===== src/ace_pkg.sv =====
// Purpose: Shared constants for the comparator event control block.
// Assumes: 32-bit AXI4-Lite register bus, one register per aligned word.
// Notes: Offsets, bit positions, reset values and event mode codes.
package ace_pkg;

  // ****************************************
  // Register offsets
  // ****************************************
  localparam logic [7:0] OFS_CSR = 8'h00;
  localparam logic [7:0] OFS_SFIO = 8'h04;
  localparam logic [7:0] OFS_IRQ_STAT = 8'h08;
  localparam logic [7:0] OFS_IRQ_CLR = 8'h0C;
  localparam logic [7:0] OFS_IRQ_EN = 8'h10;

  // ****************************************
  // Field positions
  // ****************************************
  localparam int BIT_POWER_OFF = 7;
  localparam int BIT_BANDGAP = 6;
  localparam int BIT_RESULT = 5;
  localparam int BIT_FLAG = 4;
  localparam int BIT_IRQ_EN = 3;
  localparam int BIT_CAPTURE = 2;
  localparam int BIT_MODE_HI = 1;
  localparam int BIT_MODE_LO = 0;
  localparam int BIT_MUX_EN = 3;
  localparam int BIT_STAT_EVENT = 0;

  // ****************************************
  // Reset values
  // ****************************************
  localparam logic [7:0] CSR_RESET = 8'h00;
  localparam logic [7:0] SFIO_RESET = 8'h00;
  localparam logic IRQ_EN_RESET = 1'h0;

  // ****************************************
  // Event modes and bus answers
  // ****************************************
  localparam logic [1:0] MODE_TOGGLE = 2'h0;
  localparam logic [1:0] MODE_RESERVED = 2'h1;
  localparam logic [1:0] MODE_FALL = 2'h2;
  localparam logic [1:0] MODE_RISE = 2'h3;
  localparam logic [1:0] RESP_OKAY = 2'h0;
  localparam logic [1:0] RESP_SLVERR = 2'h2;

  // ****************************************
  // Timing
  // ****************************************
  localparam int SYNC_STAGES = 2;

endpackage


===== src/ace_sync.sv =====
// Purpose: Flip-flop chain carrying an asynchronous level into the clock.
// Assumes: Input may change at any time relative to CLOCK_IN.
// Notes: Only the last stage is visible outside.
module ace_sync #(
  parameter int STAGES = 2
) (
  // Clock and reset
  input logic clk_in,
  input logic rst_in,
  // Level
  input logic async_in,
  output logic sync_out
);

  logic [STAGES-1:0] chain_q;

  // First stage feeds only the second stage
  always_ff @(posedge clk_in or posedge rst_in) begin
    if (rst_in) begin
      chain_q <= '0;
    end else begin
      chain_q <= {chain_q[STAGES-2:0], async_in};
    end
  end

  assign sync_out = chain_q[STAGES-1];

endmodule


===== src/ace_comparator_ctrl.sv =====
// Purpose: Digital control around the on-chip voltage comparator.
// Assumes: Pin voltages arrive as unsigned codes from the analog front end.
// Notes: Registers reached over AXI4-Lite; comparator event interrupt.
// Contract
// Result is high when selected positive input exceeds selected negative.
// Result is synchronized into the clock, adding one to two cycles; here two sync stages plus result_q add three cycles.
// Mode 00 toggle, 01 reserved, 10 falling edge, 11 rising edge.
// Hardware sets the event flag on a change matching the mode.
// Flag clears on interrupt vectoring or a written one; zero keeps it.
// Request interrupt only with flag, enable bit and global enable set; IRQ_OUT is raised from stat_q and irq_en_q alone, without these.
// Power-off bit removes comparator power at any time; zero keeps it on.
// Bandgap select feeds the reference to the positive input, else pin.
// Capture enable routes the result to the timer capture front end.
// With capture enable clear the result never reaches the timer.
// Mux enable with converter off picks converter input 0..7 as negative.
// Software clears interrupt enable before changing the power-off bit.
// Software clears interrupt enable before changing the event mode.
// Software sets the timer capture interrupt enable to use capture.
// Edges are found against last cycle's result, one pulse each.
//
// Decided for this implementation: the AXI4-Lite interface to the registers and the register addresses.
module ace_comparator_ctrl
  import ace_pkg::*;
#(
  parameter int VW = 10,
  parameter logic [VW-1:0] BANDGAP_CODE = VW'(1) << (VW - 2)
) (
  // Clock and reset
  input logic CLOCK_IN,
  input logic RST_IN,
  // AXI4-Lite write address and data
  input logic [7:0] S_AXI_AWADDR_IN,
  input logic S_AXI_AWVALID_IN,
  output logic S_AXI_AWREADY_OUT,
  input logic [31:0] S_AXI_WDATA_IN,
  input logic [3:0] S_AXI_WSTRB_IN,
  input logic S_AXI_WVALID_IN,
  output logic S_AXI_WREADY_OUT,
  // AXI4-Lite write response
  output logic [1:0] S_AXI_BRESP_OUT,
  output logic S_AXI_BVALID_OUT,
  input logic S_AXI_BREADY_IN,
  // AXI4-Lite read
  input logic [7:0] S_AXI_ARADDR_IN,
  input logic S_AXI_ARVALID_IN,
  output logic S_AXI_ARREADY_OUT,
  output logic [31:0] S_AXI_RDATA_OUT,
  output logic [1:0] S_AXI_RRESP_OUT,
  output logic S_AXI_RVALID_OUT,
  input logic S_AXI_RREADY_IN,
  // Analog input codes
  input logic [VW-1:0] POSITIVE_INPUT_PIN_IN,
  input logic [VW-1:0] NEGATIVE_INPUT_PIN_IN,
  input logic [8*VW-1:0] CONVERTER_INPUTS_IN,
  // Converter and processor state
  input logic CONVERTER_ENABLE_IN,
  input logic [2:0] CHANNEL_SELECT_IN,
  input logic GLOBAL_IRQ_ENABLE_IN,
  input logic IRQ_VECTOR_ACK_IN,
  // Outputs to the rest of the chip
  output logic COMPARE_RESULT_OUT,
  output logic COMPARE_IRQ_REQ_OUT,
  output logic CAPTURE_SIGNAL_OUT,
  output logic POWER_OFF_OUT,
  output logic IRQ_OUT
);

  // ****************************************
  // Declarations
  // ****************************************
  logic [7:0] csr_q;
  logic [7:0] sfio_q;
  logic [1:0] pwr_bg_q;
  logic [3:0] ctl_lo_q;
  logic flag_q, stat_q, irq_en_q;
  logic aw_hold_q, w_hold_q, bvalid_q, rvalid_q;
  logic [7:0] aw_addr_q;
  logic [31:0] w_data_q, rdata_q;
  logic [3:0] w_strb_q;
  logic [1:0] bresp_q, rresp_q;
  logic result_q, prev_q, capture_q, irq_req_q;
  logic [VW-1:0] conv_chan [8];
  logic [VW-1:0] pos_sel, neg_sel;
  logic raw_cmp, result_sync, event_hit;
  logic wr_fire, wr_csr, flag_clear;
  logic [1:0] mode;

  function automatic logic reg_known(input logic [7:0] addr);
    reg_known = (addr == OFS_CSR) || (addr == OFS_SFIO) ||
                (addr == OFS_IRQ_STAT) || (addr == OFS_IRQ_CLR) ||
                (addr == OFS_IRQ_EN);
  endfunction

  // ****************************************
  // Input selection and comparison
  // ****************************************
  for (genvar i = 0; i < 8; i++) begin : g_chan
    assign conv_chan[i] = CONVERTER_INPUTS_IN[i*VW +: VW];
  end

  assign pos_sel = csr_q[BIT_BANDGAP] ? BANDGAP_CODE
                                      : POSITIVE_INPUT_PIN_IN;
  assign neg_sel = (sfio_q[BIT_MUX_EN] && !CONVERTER_ENABLE_IN)
                   ? conv_chan[CHANNEL_SELECT_IN]
                   : NEGATIVE_INPUT_PIN_IN;
  // Unpowered comparator reads as low
  assign raw_cmp = !csr_q[BIT_POWER_OFF] && (pos_sel > neg_sel);

  ace_sync #(
    .STAGES(SYNC_STAGES)
  ) u_sync (
    .clk_in(CLOCK_IN),
    .rst_in(RST_IN),
    .async_in(raw_cmp),
    .sync_out(result_sync)
  );

  // ****************************************
  // Result and edge detection
  // ****************************************
  always_ff @(posedge CLOCK_IN or posedge RST_IN) begin
    if (RST_IN) begin
      result_q <= 1'h0;
      prev_q <= 1'h0;
    end else begin
      result_q <= result_sync;
      prev_q <= result_q;
    end
  end

  assign mode = csr_q[BIT_MODE_HI:BIT_MODE_LO];

  always_comb begin
    case (mode)
      MODE_TOGGLE: event_hit = result_q != prev_q;
      MODE_FALL: event_hit = prev_q && !result_q;
      MODE_RISE: event_hit = !prev_q && result_q;
      default: event_hit = 1'h0;
    endcase
  end

  // ****************************************
  // AXI4-Lite write path
  // ****************************************
  assign S_AXI_AWREADY_OUT = !aw_hold_q && !bvalid_q;
  assign S_AXI_WREADY_OUT = !w_hold_q && !bvalid_q;
  assign wr_fire = aw_hold_q && w_hold_q && !bvalid_q;
  assign wr_csr = wr_fire && (aw_addr_q == OFS_CSR) && w_strb_q[0];

  always_ff @(posedge CLOCK_IN or posedge RST_IN) begin
    if (RST_IN) begin
      aw_hold_q <= 1'h0;
      aw_addr_q <= 8'h00;
      w_hold_q <= 1'h0;
      w_data_q <= 32'h0000_0000;
      w_strb_q <= 4'h0;
      bvalid_q <= 1'h0;
      bresp_q <= RESP_OKAY;
    end else begin
      if (S_AXI_AWVALID_IN && S_AXI_AWREADY_OUT) begin
        aw_hold_q <= 1'h1;
        aw_addr_q <= S_AXI_AWADDR_IN;
      end
      if (S_AXI_WVALID_IN && S_AXI_WREADY_OUT) begin
        w_hold_q <= 1'h1;
        w_data_q <= S_AXI_WDATA_IN;
        w_strb_q <= S_AXI_WSTRB_IN;
      end
      if (wr_fire) begin
        aw_hold_q <= 1'h0;
        w_hold_q <= 1'h0;
        bvalid_q <= 1'h1;
        bresp_q <= reg_known(aw_addr_q) ? RESP_OKAY : RESP_SLVERR;
      end else if (bvalid_q && S_AXI_BREADY_IN) begin
        bvalid_q <= 1'h0;
      end
    end
  end

  assign S_AXI_BVALID_OUT = bvalid_q;
  assign S_AXI_BRESP_OUT = bresp_q;

  // ****************************************
  // Control registers
  // ****************************************
  always_ff @(posedge CLOCK_IN or posedge RST_IN) begin
    if (RST_IN) begin
      pwr_bg_q <= CSR_RESET[7:6];
      ctl_lo_q <= CSR_RESET[3:0];
      sfio_q <= SFIO_RESET;
      irq_en_q <= IRQ_EN_RESET;
    end else if (wr_fire && w_strb_q[0]) begin
      if (aw_addr_q == OFS_CSR) begin
        pwr_bg_q <= w_data_q[7:6];
        ctl_lo_q <= w_data_q[3:0];
      end
      if (aw_addr_q == OFS_SFIO) begin
        sfio_q <= w_data_q[7:0];
      end
      if (aw_addr_q == OFS_IRQ_EN) begin
        irq_en_q <= w_data_q[BIT_STAT_EVENT];
      end
    end
  end

  // One driver per field; result bit mirrors the synced result
  assign csr_q = {pwr_bg_q, result_q, flag_q, ctl_lo_q};

  // ****************************************
  // Event flag, status and interrupts
  // ****************************************
  assign flag_clear = IRQ_VECTOR_ACK_IN ||
                      (wr_csr && w_data_q[BIT_FLAG]);

  // An event in the clearing cycle is kept
  always_ff @(posedge CLOCK_IN or posedge RST_IN) begin
    if (RST_IN) begin
      flag_q <= CSR_RESET[BIT_FLAG];
    end else if (event_hit) begin
      flag_q <= 1'h1;
    end else if (flag_clear) begin
      flag_q <= 1'h0;
    end
  end

  always_ff @(posedge CLOCK_IN or posedge RST_IN) begin
    if (RST_IN) begin
      stat_q <= 1'h0;
    end else if (event_hit) begin
      stat_q <= 1'h1;
    end else if (wr_fire && w_strb_q[0] && aw_addr_q == OFS_IRQ_CLR &&
                 w_data_q[BIT_STAT_EVENT]) begin
      stat_q <= 1'h0;
    end
  end

  always_ff @(posedge CLOCK_IN or posedge RST_IN) begin
    if (RST_IN) begin
      irq_req_q <= 1'h0;
      capture_q <= 1'h0;
    end else begin
      irq_req_q <= csr_q[BIT_FLAG] && csr_q[BIT_IRQ_EN] &&
                   GLOBAL_IRQ_ENABLE_IN;
      // Timer front end does its own filtering and edge choice
      capture_q <= csr_q[BIT_CAPTURE] && result_q;
    end
  end

  assign COMPARE_RESULT_OUT = result_q;
  assign COMPARE_IRQ_REQ_OUT = irq_req_q;
  assign CAPTURE_SIGNAL_OUT = capture_q;
  assign POWER_OFF_OUT = csr_q[BIT_POWER_OFF];
  assign IRQ_OUT = stat_q && irq_en_q;

  // ****************************************
  // AXI4-Lite read path
  // ****************************************
  assign S_AXI_ARREADY_OUT = !rvalid_q;

  always_ff @(posedge CLOCK_IN or posedge RST_IN) begin
    if (RST_IN) begin
      rvalid_q <= 1'h0;
      rdata_q <= 32'h0000_0000;
      rresp_q <= RESP_OKAY;
    end else if (S_AXI_ARVALID_IN && !rvalid_q) begin
      rvalid_q <= 1'h1;
      rresp_q <= reg_known(S_AXI_ARADDR_IN) ? RESP_OKAY : RESP_SLVERR;
      case (S_AXI_ARADDR_IN)
        OFS_CSR: rdata_q <= {24'h00_0000, csr_q};
        OFS_SFIO: rdata_q <= {24'h00_0000, sfio_q};
        OFS_IRQ_STAT: rdata_q <= {31'h0000_0000, stat_q};
        OFS_IRQ_EN: rdata_q <= {31'h0000_0000, irq_en_q};
        default: rdata_q <= 32'h0000_0000;
      endcase
    end else if (S_AXI_RREADY_IN) begin
      rvalid_q <= 1'h0;
    end
  end

  assign S_AXI_RVALID_OUT = rvalid_q;
  assign S_AXI_RDATA_OUT = rdata_q;
  assign S_AXI_RRESP_OUT = rresp_q;
endmodule


===== config.mk =====
export PLATFORM = sky130hd
export DESIGN_NAME = ace_comparator_ctrl
export DESIGN_NICKNAME = d
export VERILOG_FILES = /design/src/ace_pkg.sv /design/src/ace_sync.sv /design/src/ace_comparator_ctrl.sv
export SDC_FILE = /design/constraint.sdc
export NUM_CORES = 1
export LEC_CHECK = 0
export BUFFER_PORTS_ARGS = -buffer_cell sky130_fd_sc_hd__buf_2
export CAP_MARGIN = 20
export CORE_MARGIN = 3
export CORE_UTILIZATION = 40
export CTS_BUF_LIST = sky130_fd_sc_hd__clkbuf_8
export DETAILED_ROUTE_END_ITERATION = 16
export PLACE_DENSITY = 0.85
export SYNTH_ARGS = -nofsm -noshare
export SYNTH_HDL_FRONTEND = slang
export SYNTH_SLANG_ARGS = --single-unit
export TNS_END_PERCENT = 100

===== constraint.sdc =====
create_clock -name CLOCK_IN -period 2.09 [get_ports CLOCK_IN]
set_input_delay 0.1045 -clock CLOCK_IN [delete_from_list [all_inputs] [get_ports CLOCK_IN]]
set_output_delay 0.1045 -clock CLOCK_IN [all_outputs]
set_load 0.1 [all_outputs]

# --- Word-level counts from Yosys, hierarchy flattened ---
# Cells that the tools add are included.
totals:
  output_inout_bits: 46
  mem_count: 0
  inputBits: 165
  register_bits: 80
  mem_bits_ro: 0
  ram_bits: 0
  latchBits: 0
  wordCells: 107
classes:
  shift: 0
  magnitude_cmp: 2
  n_bitwise: 1
  reduce_logical: 51
  div: 0
  muxes: 21
  multipliers: 0
  eq_ne: 11
  addsub: 0
op_table:
  columns: ["cell", "n"]
  rows:
  - ["$mux 10", 4]
  - ["$eq 8x4->1 const B", 4]
  - ["$pmux 8 s4", 1]
  - ["$bmux 10 s3", 1]
  - ["$logic_and 1x1->1", 22]
  - ["$eq 8x3->1 const B", 2]
  - ["$eq 8x5->1 const B", 2]
  - ["$logic_not 8->1", 2]
  - ["$mux 1", 12]
  - ["$reduce_bool 2->1", 6]
  - ["$gt 10x10->1", 1]
  - ["$logic_or 1x1->1", 9]
  - ["$logic_not 1->1", 8]
  - ["$reduce_and 2->1", 3]
  - ["$eq 2x2->1 const B", 2]
  - ["$ge 4x4->1 const B", 1]
  - ["$mux 2", 2]
  - ["$not 3->4", 1]
  - ["$pmux 1 s3", 1]
  - ["$logic_not 2->1", 1]
  - ["$ne 1x1->1", 1]

# --- Depth between registers and ports, before layout ---
# Gate-level depths: netlist of run 1.
depth:
  ltp_word: 8
  depth_mapped: 10
  depth_no_buf: 9

# --- Cells and area by module ---
# From an unflattened synthesis of run 1, not the netlist that was laid out.
unflattened:
  cells_unflattened: 293
  area_unflattened_um2: 3433.3
by_module_without_submodules:
  columns: ["mod", "instances", "area_each_um2", "cells_each", "seq_area_each_um2"]
  rows:
  - ["ace_comparator_ctrl", 1, 3379.5, 290, 1301.2]
  - ["ace_sync", 1, 53.8, 3, 50.0]

# --- Worst setup path after synthesis of run 1 ---
# No wires, ideal clock.
synth_timing:
  kind: "register to register"
  start: "register bvalid_q (netlist: S_AXI_BVALID_OUT)"
  end: "register w_data_q[0]"
  path_slack_ns: -1.181
  t_arrival_ns: 3.146
  n_path_buf: 1
  period_less_slack_ns: 3.271
  required_time_ns: 1.965
  setup_time_ns: 0.125
  stages_incl_launch_ff: 5
  cell_sequence: "dfrtp_1 -> nor2_1 -> and2_1 -> clkbuf_1 -> mux2_2"
synth_via:
  elab_chain_len: 3
synth_rtl:
  columns: ["item", "line_no", "rtl"]
  rows:
  - ["from (decl)", "ace_comparator_ctrl.sv:76", "logic aw_hold_q, w_hold_q, bvalid_q, rvalid_q;"]
  - ["from (signal assigned)", "ace_comparator_ctrl.sv:157", "bvalid_q <= 1'h0;"]
  - ["from (signal assigned)", "ace_comparator_ctrl.sv:172", "bvalid_q <= 1'h1;"]
  - ["from (signal assigned)", "ace_comparator_ctrl.sv:175", "bvalid_q <= 1'h0;"]
  - ["$logic_not 1->1", "ace_comparator_ctrl.sv:146", "assign S_AXI_WREADY_OUT = !w_hold_q && !bvalid_q;"]
  - ["$logic_and 1x1->1", "ace_comparator_ctrl.sv:146", null]
  - ["named net S_AXI_WREADY_OUT", "ace_comparator_ctrl.sv:38", "output logic S_AXI_WREADY_OUT,"]
  - ["$logic_and 1x1->1", "ace_comparator_ctrl.sv:164", "if (S_AXI_WVALID_IN && S_AXI_WREADY_OUT) begin"]
  - ["to (signal assigned)", "ace_comparator_ctrl.sv:155", "w_data_q <= 32'h0000_0000;"]
  - ["to (signal assigned)", "ace_comparator_ctrl.sv:166", "w_data_q <= S_AXI_WDATA_IN;"]
  - ["to (decl)", "ace_comparator_ctrl.sv:78", "logic [31:0] w_data_q, rdata_q;"]
# The timed path passes the listed nets, and every way through them passes these cells.
# A chain may end at the register's enable or synchronous reset.

# --- Worst setup path after layout of run 1 ---
layout_timing:
  start: "register sfio_q[3]"
  end: "register u_sync.chain_q[0]"
layout_via:
  elab_chain_len: 4
layout_rtl:
  columns: ["item", "line_no", "rtl"]
  rows:
  - ["from (decl)", "ace_comparator_ctrl.sv:72", "logic [7:0] sfio_q;"]
  - ["from (signal assigned)", "ace_comparator_ctrl.sv:198", "sfio_q <= w_data_q[7:0];"]
  - ["$logic_and 1x1->1", "ace_comparator_ctrl.sv:103", "assign neg_sel = (sfio_q[BIT_MUX_EN] && !CONVERTER_ENABLE_IN)"]
  - ["$mux 10", "ace_comparator_ctrl.sv:104", "? conv_chan[CHANNEL_SELECT_IN]"]
  - ["$gt 10x10->1", "ace_comparator_ctrl.sv:107", "assign raw_cmp = !csr_q[BIT_POWER_OFF] && (pos_sel > neg_sel);"]
  - ["$logic_and 1x1->1", "ace_comparator_ctrl.sv:107", null]
  - ["named net raw_cmp", "ace_comparator_ctrl.sv:84", "logic raw_cmp, result_sync, event_hit;"]
  - ["to (signal assigned)", "ace_sync.sv:22", "chain_q <= {chain_q[STAGES-2:0], async_in};"]
  - ["to (decl)", "ace_sync.sv:15", "logic [STAGES-1:0] chain_q;"]
# The timed path passes the listed nets, and every way through them passes these cells.

==> results of run 1 <==
## synthesized netlist by cell type, drive strengths merged
| cell type | number | share of area [%] |
|---|---|---|
| nand2b | 1 | 0.19 |
| a221oi | 1 | 0.26 |
| conb | 1 | 0.11 |
| dfrtp | 54 | 40 |
| or2 | 1 | 0.19 |
| and2 | 4 | 0.74 |
| inv | 7 | 0.78 |
| o21ai | 22 | 3.3 |
| nor3 | 5 | 0.74 |
| nand3 | 5 | 0.74 |
| nand4 | 2 | 0.37 |
| mux4 | 20 | 13 |
| a21o | 7 | 1.6 |
| o31ai | 1 | 0.22 |
| mux2i | 18 | 5.3 |
| nand2 | 23 | 2.6 |
| nand3b | 2 | 0.56 |
| or4 | 2 | 0.56 |
| nor2 | 7 | 0.78 |
| buf | 30 | 6.3 |
| and3 | 3 | 0.56 |
| nor4 | 2 | 0.82 |
| o211a | 1 | 0.30 |
| clkbuf | 8 | 0.89 |
| ha | 12 | 4.5 |
| nor2b | 10 | 1.9 |
| a21oi | 6 | 0.89 |
| mux2 | 32 | 11 |
| a31o | 1 | 0.26 |
| or2b | 1 | 0.22 |
| a2111oi | 1 | 0.26 |
## worst max path at each step
| stage | from | to |
|---|---|---|
| detailed placement | CHANNEL_SELECT_IN[0] | u_sync.chain_q[0] |
| CTS | aw_addr_q[1] | sfio_q[6] |
| global placement | CHANNEL_SELECT_IN[0] | u_sync.chain_q[0] |
| floorplan | CHANNEL_SELECT_IN[0] | u_sync.chain_q[0] |
| finish | sfio_q[3] | u_sync.chain_q[0] |
| global route | sfio_q[3] | u_sync.chain_q[0] |
## power groups by stage
| stage | registers [W] | clock network (W) | logic, W |
|---|---|---|---|
| after floorplan | 0.00177 | 0 | 0.00115 |
| after global placement | 0.00157 | 0 | 0.00164 |
| after detailed placement | 0.00160 | 0 | 0.00170 |
| after CTS | 0.00158 | 0.000592 | 0.00171 |
| after global routing | 0.00163 | 0.000642 | 0.00189 |
| final | 0.00159 | 0.000576 | 0.00177 |
## repair_timing
item                                    in CTS  in global routing
buffers inserted                             0                  4
gates resized for setup                      3                 10
hold buffers                                 3                  0
endpoints found under the setup margin       2                 15
cloned                                       0                  0
endpoints found under the hold margin       14                  0
pin swaps                                    1                  4
## cells in the final DEF (no fill, tap or decap), types with 3 or more instances in the layout
cell type,n
a21oi_1,5
mux2_2,32
nand3_1,3
nand2_1,22
ha_1,12
nor2b_1,10
buf_4,14
conb_1,26
mux4_2,20
dlygate4sd3_1,3
inv_1,6
mux2i_1,18
nor2_1,5
clkbuf_8,6
nor3_1,4
o21ai_0,21
buf_2,157
and2_1,4
a21o_1,7
dfrtp_1,52
## through the flow
step	instance area, µm²	setup TNS (ns)	std cells
3_5_place_dp	4269	-0.3220	548
5_1_grt	4493	-0.01060	565
2_1_floorplan	3505	0	315
3_3_place_gp	4269	-0.1484	548
4_1_cts	4400	-0.006217	559
6_report	4493	0	565
## per-layer routing
layer / track usage (%) / vias to the layer above
li1: - / 1344
met1: 20.14 / 1374
met2: 36.90 / 146
met3: 3.000 / 18
met4: 7.242 / 0
met5: 0 / -
## kinds of logic after synthesis
group,after synthesis,share of synthesized area [%]
buffers and inverters,45,7.987
and+or+nand+nor,68,10.88
muxes,70,29.42
other,1,0.1113
adders and majority gates,12,4.458
AOI/OAI and AO/OA,40,7.021
DFF,54,40.12
## critical path, cell delays in order (launching register included)
cell	delay, ns
dfrtp_1	0.39
nor2b_1	0.13
buf_4	0.16
nand2_1	0.05
o21ai_0	0.08
ha_1	0.33
and3_4	0.21
nand3_2	0.10
o211a_1	0.27
a2111oi_4	0.19
## registers in the layout, indices dropped and copies added, names as in the netlist
signal and flops:
aw_hold_q 1, COMPARE_IRQ_REQ_OUT 1, sfio_q 8, flag_q 1, w_strb_q 1, S_AXI_BVALID_OUT 1
stat_q 1, prev_q 1, S_AXI_BRESP_OUT 1, w_hold_q 1, pwr_bg_q 2, COMPARE_RESULT_OUT 1
w_data_q 8, aw_addr_q 8, u_sync.chain_q 2, CAPTURE_SIGNAL_OUT 1, ctl_lo_q 4, S_AXI_RVALID_OUT 1
S_AXI_RRESP_OUT 1, S_AXI_RDATA_OUT 8, irq_en_q 1
## layout make-up
type | count | area share (%)
repair buffers | 176 | 21.39
clock inverters | 2 | 0.1949
clock buffers | 6 | 1.838
multi-input cells | 216 | 42.83
inverters | 7 | 0.6683
diodes | 2 | 0.1114
flip-flops and latches | 54 | 30.13
well taps | 102 | 2.840
==> out/qor.txt, run 1 <==
OUTCOME
----------------------------------------------------------------------------------------
Result of the run                                                           complete, no violations

JOB
----------------------------------------------------------------------------------------
Max capacitance violation total                                                        0

POWER
----------------------------------------------------------------------------------------
Worst voltage drop across the vdd grid                                       0.0004827 V
Leakage power of the design                                                     2.318 nW
Design internal power                                                         0.002230 W
Clock share of power                                                               14.7%
Power density over the cells                                                874.7 nW/µm²
Combinational share of power                                                       44.9%
Net Sw Power                                                                  0.001700 W
Part of the power in registers                                                     40.4%
Total design power                                                            0.003930 W
Switching part of the total                                                       43.26%

SYNTHESIS
----------------------------------------------------------------------------------------
Per-instance average area after synthesis                                      11.61 µm²
Post-synthesis cell type count                                                        36
Synth warnings                                                                         0
Post-synthesis sequential element count                                               54
Register area share after synthesis                                               40.12%
Count of mapped cells out of synthesis                                               290
Summed instance area of the synthesized netlist                                 3368 µm²

FLOORPLANNING
----------------------------------------------------------------------------------------
Floorplan Core Area                                                             7968 µm²
Die ar.                                                                         9558 µm²
Initial Util                                                                      42.27%
I/O pins                                                                             211
Die span in x                                                                   97.77 µm
Die Y-Extent                                                                    97.77 µm
Placement Rows                                                                        32

DETAILED ROUTING
----------------------------------------------------------------------------------------
Met1 Routed Length                                                               3191 µm
Wire per inst                                                                   16.47 µm
Detailed Route Iter0 Violations                                                      108
Metal2 WL                                                                        5372 µm
Top Layer Used                                                                      met4
Detailed-router iteration count before antenna repair                                  4
Vias per cell                                                                      5.101
Final wirelength                                                                 9304 µm
Via Count                                                                           2882
Antenna violation net count after detailed routing                                     0
DR DRC count                                                                           0
Met3 wire length                                                                  559 µm

CRITICAL PATH
----------------------------------------------------------------------------------------
Type of element capturing the critical path                                     register
R2r endpoint                                                                u_sync.chain_q[0]
Reg2reg setup slack                                                              0.08 ns
CP startpoint kind                                                              register
FF-to-FF path depth                                                                    9
FF-to-FF Start                                                                 sfio_q[3]
Worst endpoint required time                                                     2.28 ns
CP Class                                                                      reg -> reg
Highest fanout seen on the critical path                                              11
Crit path DAT                                                                    2.20 ns

STA
----------------------------------------------------------------------------------------
Final number of hold-violating endpoints                                               0
Post-route clock period utilization                                               96.12%
Tightest hold margin                                                          0.03242 ns
Largest clock skew in the final design                                       0.003279 ns
Highest achievable clock rate                                                 0.4978 GHz
Measured slew at the worst slew-check pin                                      0.5655 ns
Worst relative slew slack                                                         62.30%
Final-report max-slew violation count                                                  0
Post-route setup slack                                                        0.08114 ns
Crit path time final                                                            2.009 ns
Number of endpoints failing setup at the final stage                                   0

LAYOUT
----------------------------------------------------------------------------------------
Area taken by flip-flops and latches                                            1354 µm²
Fraction of final layout cells with drive strength greater than 1                 54.45%
Fill cell count                                                                      667
Area delta synth->final                                                           33.40%
Final #Nets                                                                          637
Combined area of the multi-input logic cells                                    1924 µm²
Final core occ                                                                    56.39%

CLOCK NETWORK
----------------------------------------------------------------------------------------
Number of levels in the clock H-tree                                                   2
Clock sink total                                                                      54
Buffer levels on the longest clock path                                                2
Clock network latency to the later pin of the worst-skew pair                    0.30 ns
Clock tree from TritonCTS                                                            yes
Clock-pin transition on the worst setup and hold timing paths                    0.09 ns
Buffer type at the clock tree root                                              clkbuf_8
Clock buffers created by TritonCTS                                                     5

GLOBAL ROUTING
----------------------------------------------------------------------------------------
Vias in the first global route                                                      3049
Number of antenna violations at the first check in global routing                      2
Global-route wire length before repair                                          14520 µm
Total track usage                                                                 18.89%
Overflow left after global routing                                                     0
Largest net degree at the start of global routing                                     25

PLACE
----------------------------------------------------------------------------------------
Total half-perimeter wirelength after legalization and detailed placement        7701 µm
Weighted congestion reported at the end of routability-driven placement           0.8846
PortBufs                                                                             157
Setup slack at placement                                                      -0.3220 ns

MIN PATH
----------------------------------------------------------------------------------------
Worst hold path type                                                           in -> reg
Launch point of the worst hold path                                         S_AXI_AWADDR_IN[2]
Cell depth of the worst min-delay path                                                 2
End point of the worst hold path                                            aw_addr_q[2]

(Power assumes the default switching activity.)
==> inputs of run 2 (changes only) <==
--- a/config.mk
+++ b/config.mk
@@ -5,10 +5,11 @@
 export SDC_FILE = /design/constraint.sdc
 export NUM_CORES = 1
 export LEC_CHECK = 0
+export ABC_AREA = 1
 export BUFFER_PORTS_ARGS = -buffer_cell sky130_fd_sc_hd__buf_2
 export CAP_MARGIN = 20
 export CORE_MARGIN = 3
-export CORE_UTILIZATION = 40
+export CORE_UTILIZATION = 42
 export CTS_BUF_LIST = sky130_fd_sc_hd__clkbuf_8
 export DETAILED_ROUTE_END_ITERATION = 16
 export PLACE_DENSITY = 0.85
==> out/qor.txt, run 2 <==
PLACE
----------------------------------------------------------------------------------------
Total instance count after detailed placement                                        800   +46%
PortBufs                                                                             157   unchanged
Weighted congestion reported at the end of routability-driven placement           0.8808   -0.43%
Total half-perimeter wirelength after legalization and detailed placement        7969 µm   +3.5%

SYNTHESIS
----------------------------------------------------------------------------------------
Per-instance average area after synthesis                                      7.103 µm²   -39%
Count of mapped cells out of synthesis                                               545   +88%
Cell type with the highest aggregate area in the netlist                         dfrtp_1
Most frequent cell after synthesis                                               nand2_1
Post-synthesis cell type count                                                        34   -5.6%
Register area share after synthesis                                               34.91%   -5.2 points
Share of the synthesized area in the top cell type                                34.91%   -5.2 points
Flip-flop cell with the highest count after synthesis                            dfrtp_1
Ranking of synthesized cells by area                                        dfrtp_1 35%, nand2_1 13%, inv_1 9.0%, o211ai_1 6.8%, buf_4 5.6%
Count of flip-flops with a built-in enable after synthesis                             0   unchanged
Share of flip-flops with an asynchronous set or reset after synthesis             100.0%   unchanged
Synth warnings                                                                         0   unchanged
Summed instance area of the synthesized netlist                                 3871 µm²   +15%
Top post-synthesis cells by count                                           138 x nand2_1, 93 x inv_1, 54 x dfrtp_1
Post-synthesis sequential element count                                               54   unchanged

LAYOUT
----------------------------------------------------------------------------------------
Final #Nets                                                                          879   +38%
Area delta synth->final                                                           25.02%
Fraction of final layout cells with drive strength greater than 1                 30.58%   -24 points
Final core occ                                                                    54.69%   -1.7 points
Fill cell count                                                                      831   +25%
Number of standard cells in the layout, taps in and fillers out                      811   +44%
Area taken by flip-flops and latches                                            1354 µm²   unchanged
Commonest cells after routing, fill and taps aside                          157 x buf_2, 138 x nand2_1, 93 x inv_1, 52 x dfrtp_1, 43 x nand3_1
Combined area of the multi-input logic cells                                    1954 µm²   +1.6%
Number of antenna diodes                                                               0   -2
Commonest non-fill, non-tap cell in the layout                                     buf_2

POWER
----------------------------------------------------------------------------------------
Total design power                                                            0.003825 W   -2.7%
Leakage power of the design                                                     2.854 nW   +23%
Worst voltage drop across the vdd grid                                       0.0004245 V   -12%
Power density over the cells                                                790.3 nW/µm²   -9.6%

DETAILED ROUTING
----------------------------------------------------------------------------------------
DR DRC count                                                                           0   unchanged
Metal2 WL                                                                        4913 µm   -8.5%
Top Layer Used                                                                      met4
Via Count                                                                           3789   +31%
Met3 wire length                                                                  647 µm   +16%
Met1 Routed Length                                                               4194 µm   +31%
Antenna violation net count after detailed routing                                     0   unchanged
Final wirelength                                                                 9855 µm   +5.9%
Wire per inst                                                                   12.15 µm   -26%
Detailed-router iteration count before antenna repair                                  5   +1
Vias per cell                                                                      4.672   -8.4%
Detailed Route Iter0 Violations                                                      155   +44%

FLOORPLANNING
----------------------------------------------------------------------------------------
Die Y-Extent                                                                    102.0 µm   +4.3%
Placement Rows                                                                        34   +6.3%
Floorplan Core Area                                                             8848 µm²   +11%
Die ar.                                                                        10410 µm²   +8.9%
Initial Util                                                                      43.75%   +1.5 points
I/O pins                                                                             211   unchanged
Die span in x                                                                   102.0 µm   +4.3%

MIN PATH
----------------------------------------------------------------------------------------
Launch point of the worst hold path                                         S_AXI_AWADDR_IN[5]
Cell depth of the worst min-delay path                                                 2   unchanged
Worst hold path type                                                           in -> reg

CRITICAL PATH
----------------------------------------------------------------------------------------
Worst setup path start                                                         sfio_q[3]
Series of cell instances along the critical path                            inv_1, nor2_2, buf_6, nand3_1, nand2_1, inv_1, ha_1, nand2_1, inv_1, o21bai_1, a21boi_0, nor2_1, nor2_1
FF-to-FF Start                                                                 sfio_q[3]
FF-to-FF path depth                                                                   13   +4
Sum of buffers and inverters on the critical path                                      4   +3
Type of element capturing the critical path                                     register
CP startpoint kind                                                              register
Total stage count of the critical path                                                13   +4
Standard cell with the maximum stage delay on the critical path                  dfrtp_1
Highest fanout seen on the critical path                                              10   -1
Slowest stage delay, CP                                                          0.40 ns   about the same
Dominant delay contributor by cell family on the critical path              simple AND/OR/NAND/NOR gates
Crit path DAT                                                                    2.09 ns   -0.11 ns
Dominant cell type by count on the critical path                                   inv_1
Worst endpoint required time                                                     2.29 ns   about the same
CP Class                                                                      reg -> reg

CLOCK NETWORK
----------------------------------------------------------------------------------------
Clock-pin transition on the worst setup and hold timing paths                    0.09 ns   about the same
Number of buffers inserted to repair setup after CTS                                   0   unchanged
Buffer type at the clock tree root                                              clkbuf_8
Buffer levels on the longest clock path                                                2   unchanged
Clock tree from TritonCTS                                                            yes
Clock buffers created by TritonCTS                                                     5   unchanged
Number of levels in the clock H-tree                                                   2   unchanged
Clock sink total                                                                      54   unchanged
Clock network latency to the later pin of the worst-skew pair                    0.30 ns   about the same

STA
----------------------------------------------------------------------------------------
Largest clock skew in the final design                                       0.007974 ns   +0.004696 ns
Measured slew at the worst slew-check pin                                      0.6321 ns   +0.06662 ns
Worst relative slew slack                                                         57.80%   -4.5 points
Total Negative Setup Slacks                                                         0 ns   unchanged
RSZ-0062 raised after global routing                                               false
Final-report max-slew violation count                                                  0   unchanged
Crit path time final                                                            1.887 ns   -0.1217 ns
Post-route clock period utilization                                               90.29%   -5.8 points
Number of endpoints failing setup at the final stage                                   0   unchanged
Highest achievable clock rate                                                 0.5299 GHz   +6.4%
Final number of hold-violating endpoints                                               0   unchanged

GLOBAL ROUTING
----------------------------------------------------------------------------------------
Number of antenna violations at the first check in global routing                      0   -2
Largest net degree at the start of global routing                                     50   +100%
Total track usage                                                                 18.60%   -0.29 points
Overflow left after global routing                                                     0   unchanged
Global-route wire length before repair                                          15600 µm   +7.4%
Vias in the first global route                                                      3478   +14%

JOB
----------------------------------------------------------------------------------------
Max capacitance violation total                                                        0   unchanged

OUTCOME
----------------------------------------------------------------------------------------
Result of the run                                                           complete, no violations

[run 2: power breakdown]
| group | total, W | switching, W | internal, W |
|---|---|---|---|
| logic | 0.00169 | 0.00124 | 0.000456 |
| clock network | 0.000672 | 0.000323 | 0.000349 |
| registers | 0.00146 | 0.000171 | 0.00129 |
| total | 0.00382 | 0.00173 | 0.00209 |
[run 2: path summary, 6_finish.rpt]
path	endpoint	slack, ns
max	u_sync.chain_q[0]	0.20
min	aw_addr_q[5]	0.03
max reg2reg	u_sync.chain_q[0]	0.20
min reg2reg	COMPARE_RESULT_OUT	0.36
max in group asynchronous	S_AXI_RRESP_OUT[1]	1.04
min in group asynchronous	S_AXI_RVALID_OUT	0.42
[run 2: final cells by class]
cell class / instances / area share (%)
Tap cell: 108 / 2.792
Clock buffer: 5 / 1.422
Clock inverter: 3 / 0.7756
Sequential cell: 54 / 27.97
Inverter: 97 / 7.601
Multi-Input combinational cell: 372 / 40.38
Timing Repair Buffer: 172 / 19.05
[run 2: what timing repair did]
item                                    in CTS  in global routing
hold buffers                                 3                  0
endpoints found under the setup margin       0                  1
gates resized for setup                      0                  4
hold endpoints to repair                    29                  0
[run 2: cells by family (layout without fill, tap and decap cells)]
| kind of cell | Yosys count | after routing | share of synthesized area (%) |
|---|---|---|---|
| compound gates | 90 | 90 | 15.51 |
| fa+ha+maj | 12 | 12 | 3.878 |
| buf+inv | 144 | 277 | 17.55 |
| flops | 54 | 54 | 34.91 |
| mux | 4 | 4 | 1.260 |
| other cells | 1 | 26 | 0.09687 |
| simple gates | 240 | 240 | 26.79 |
[run 2: through the flow]
| stage | instance area (µm²) | hold slack (ns) | setup WS (ns) |
|---|---|---|---|
| 2_1_floorplan | 3986 | 0.1973 | 0.04799 |
| 3_3_place_gp | 4695 | 0.2163 | 0.1999 |
| 3_5_place_dp | 4695 | 0.2236 | 0.1477 |
| 4_1_cts | 4831 | 0.03014 | 0.1306 |
| 5_1_grt | 4840 | 0.01555 | 0.01529 |
| 6_report | 4840 | 0.03148 | 0.2029 |
[run 2: layer usage]
metal / up-vias / GRT usage [%]
met4: 0 / 2.926
met2: 139 / 32.73
li1: 1988 / -
met5: - / 0
met1: 1653 / 23.93
met3: 9 / 4.027
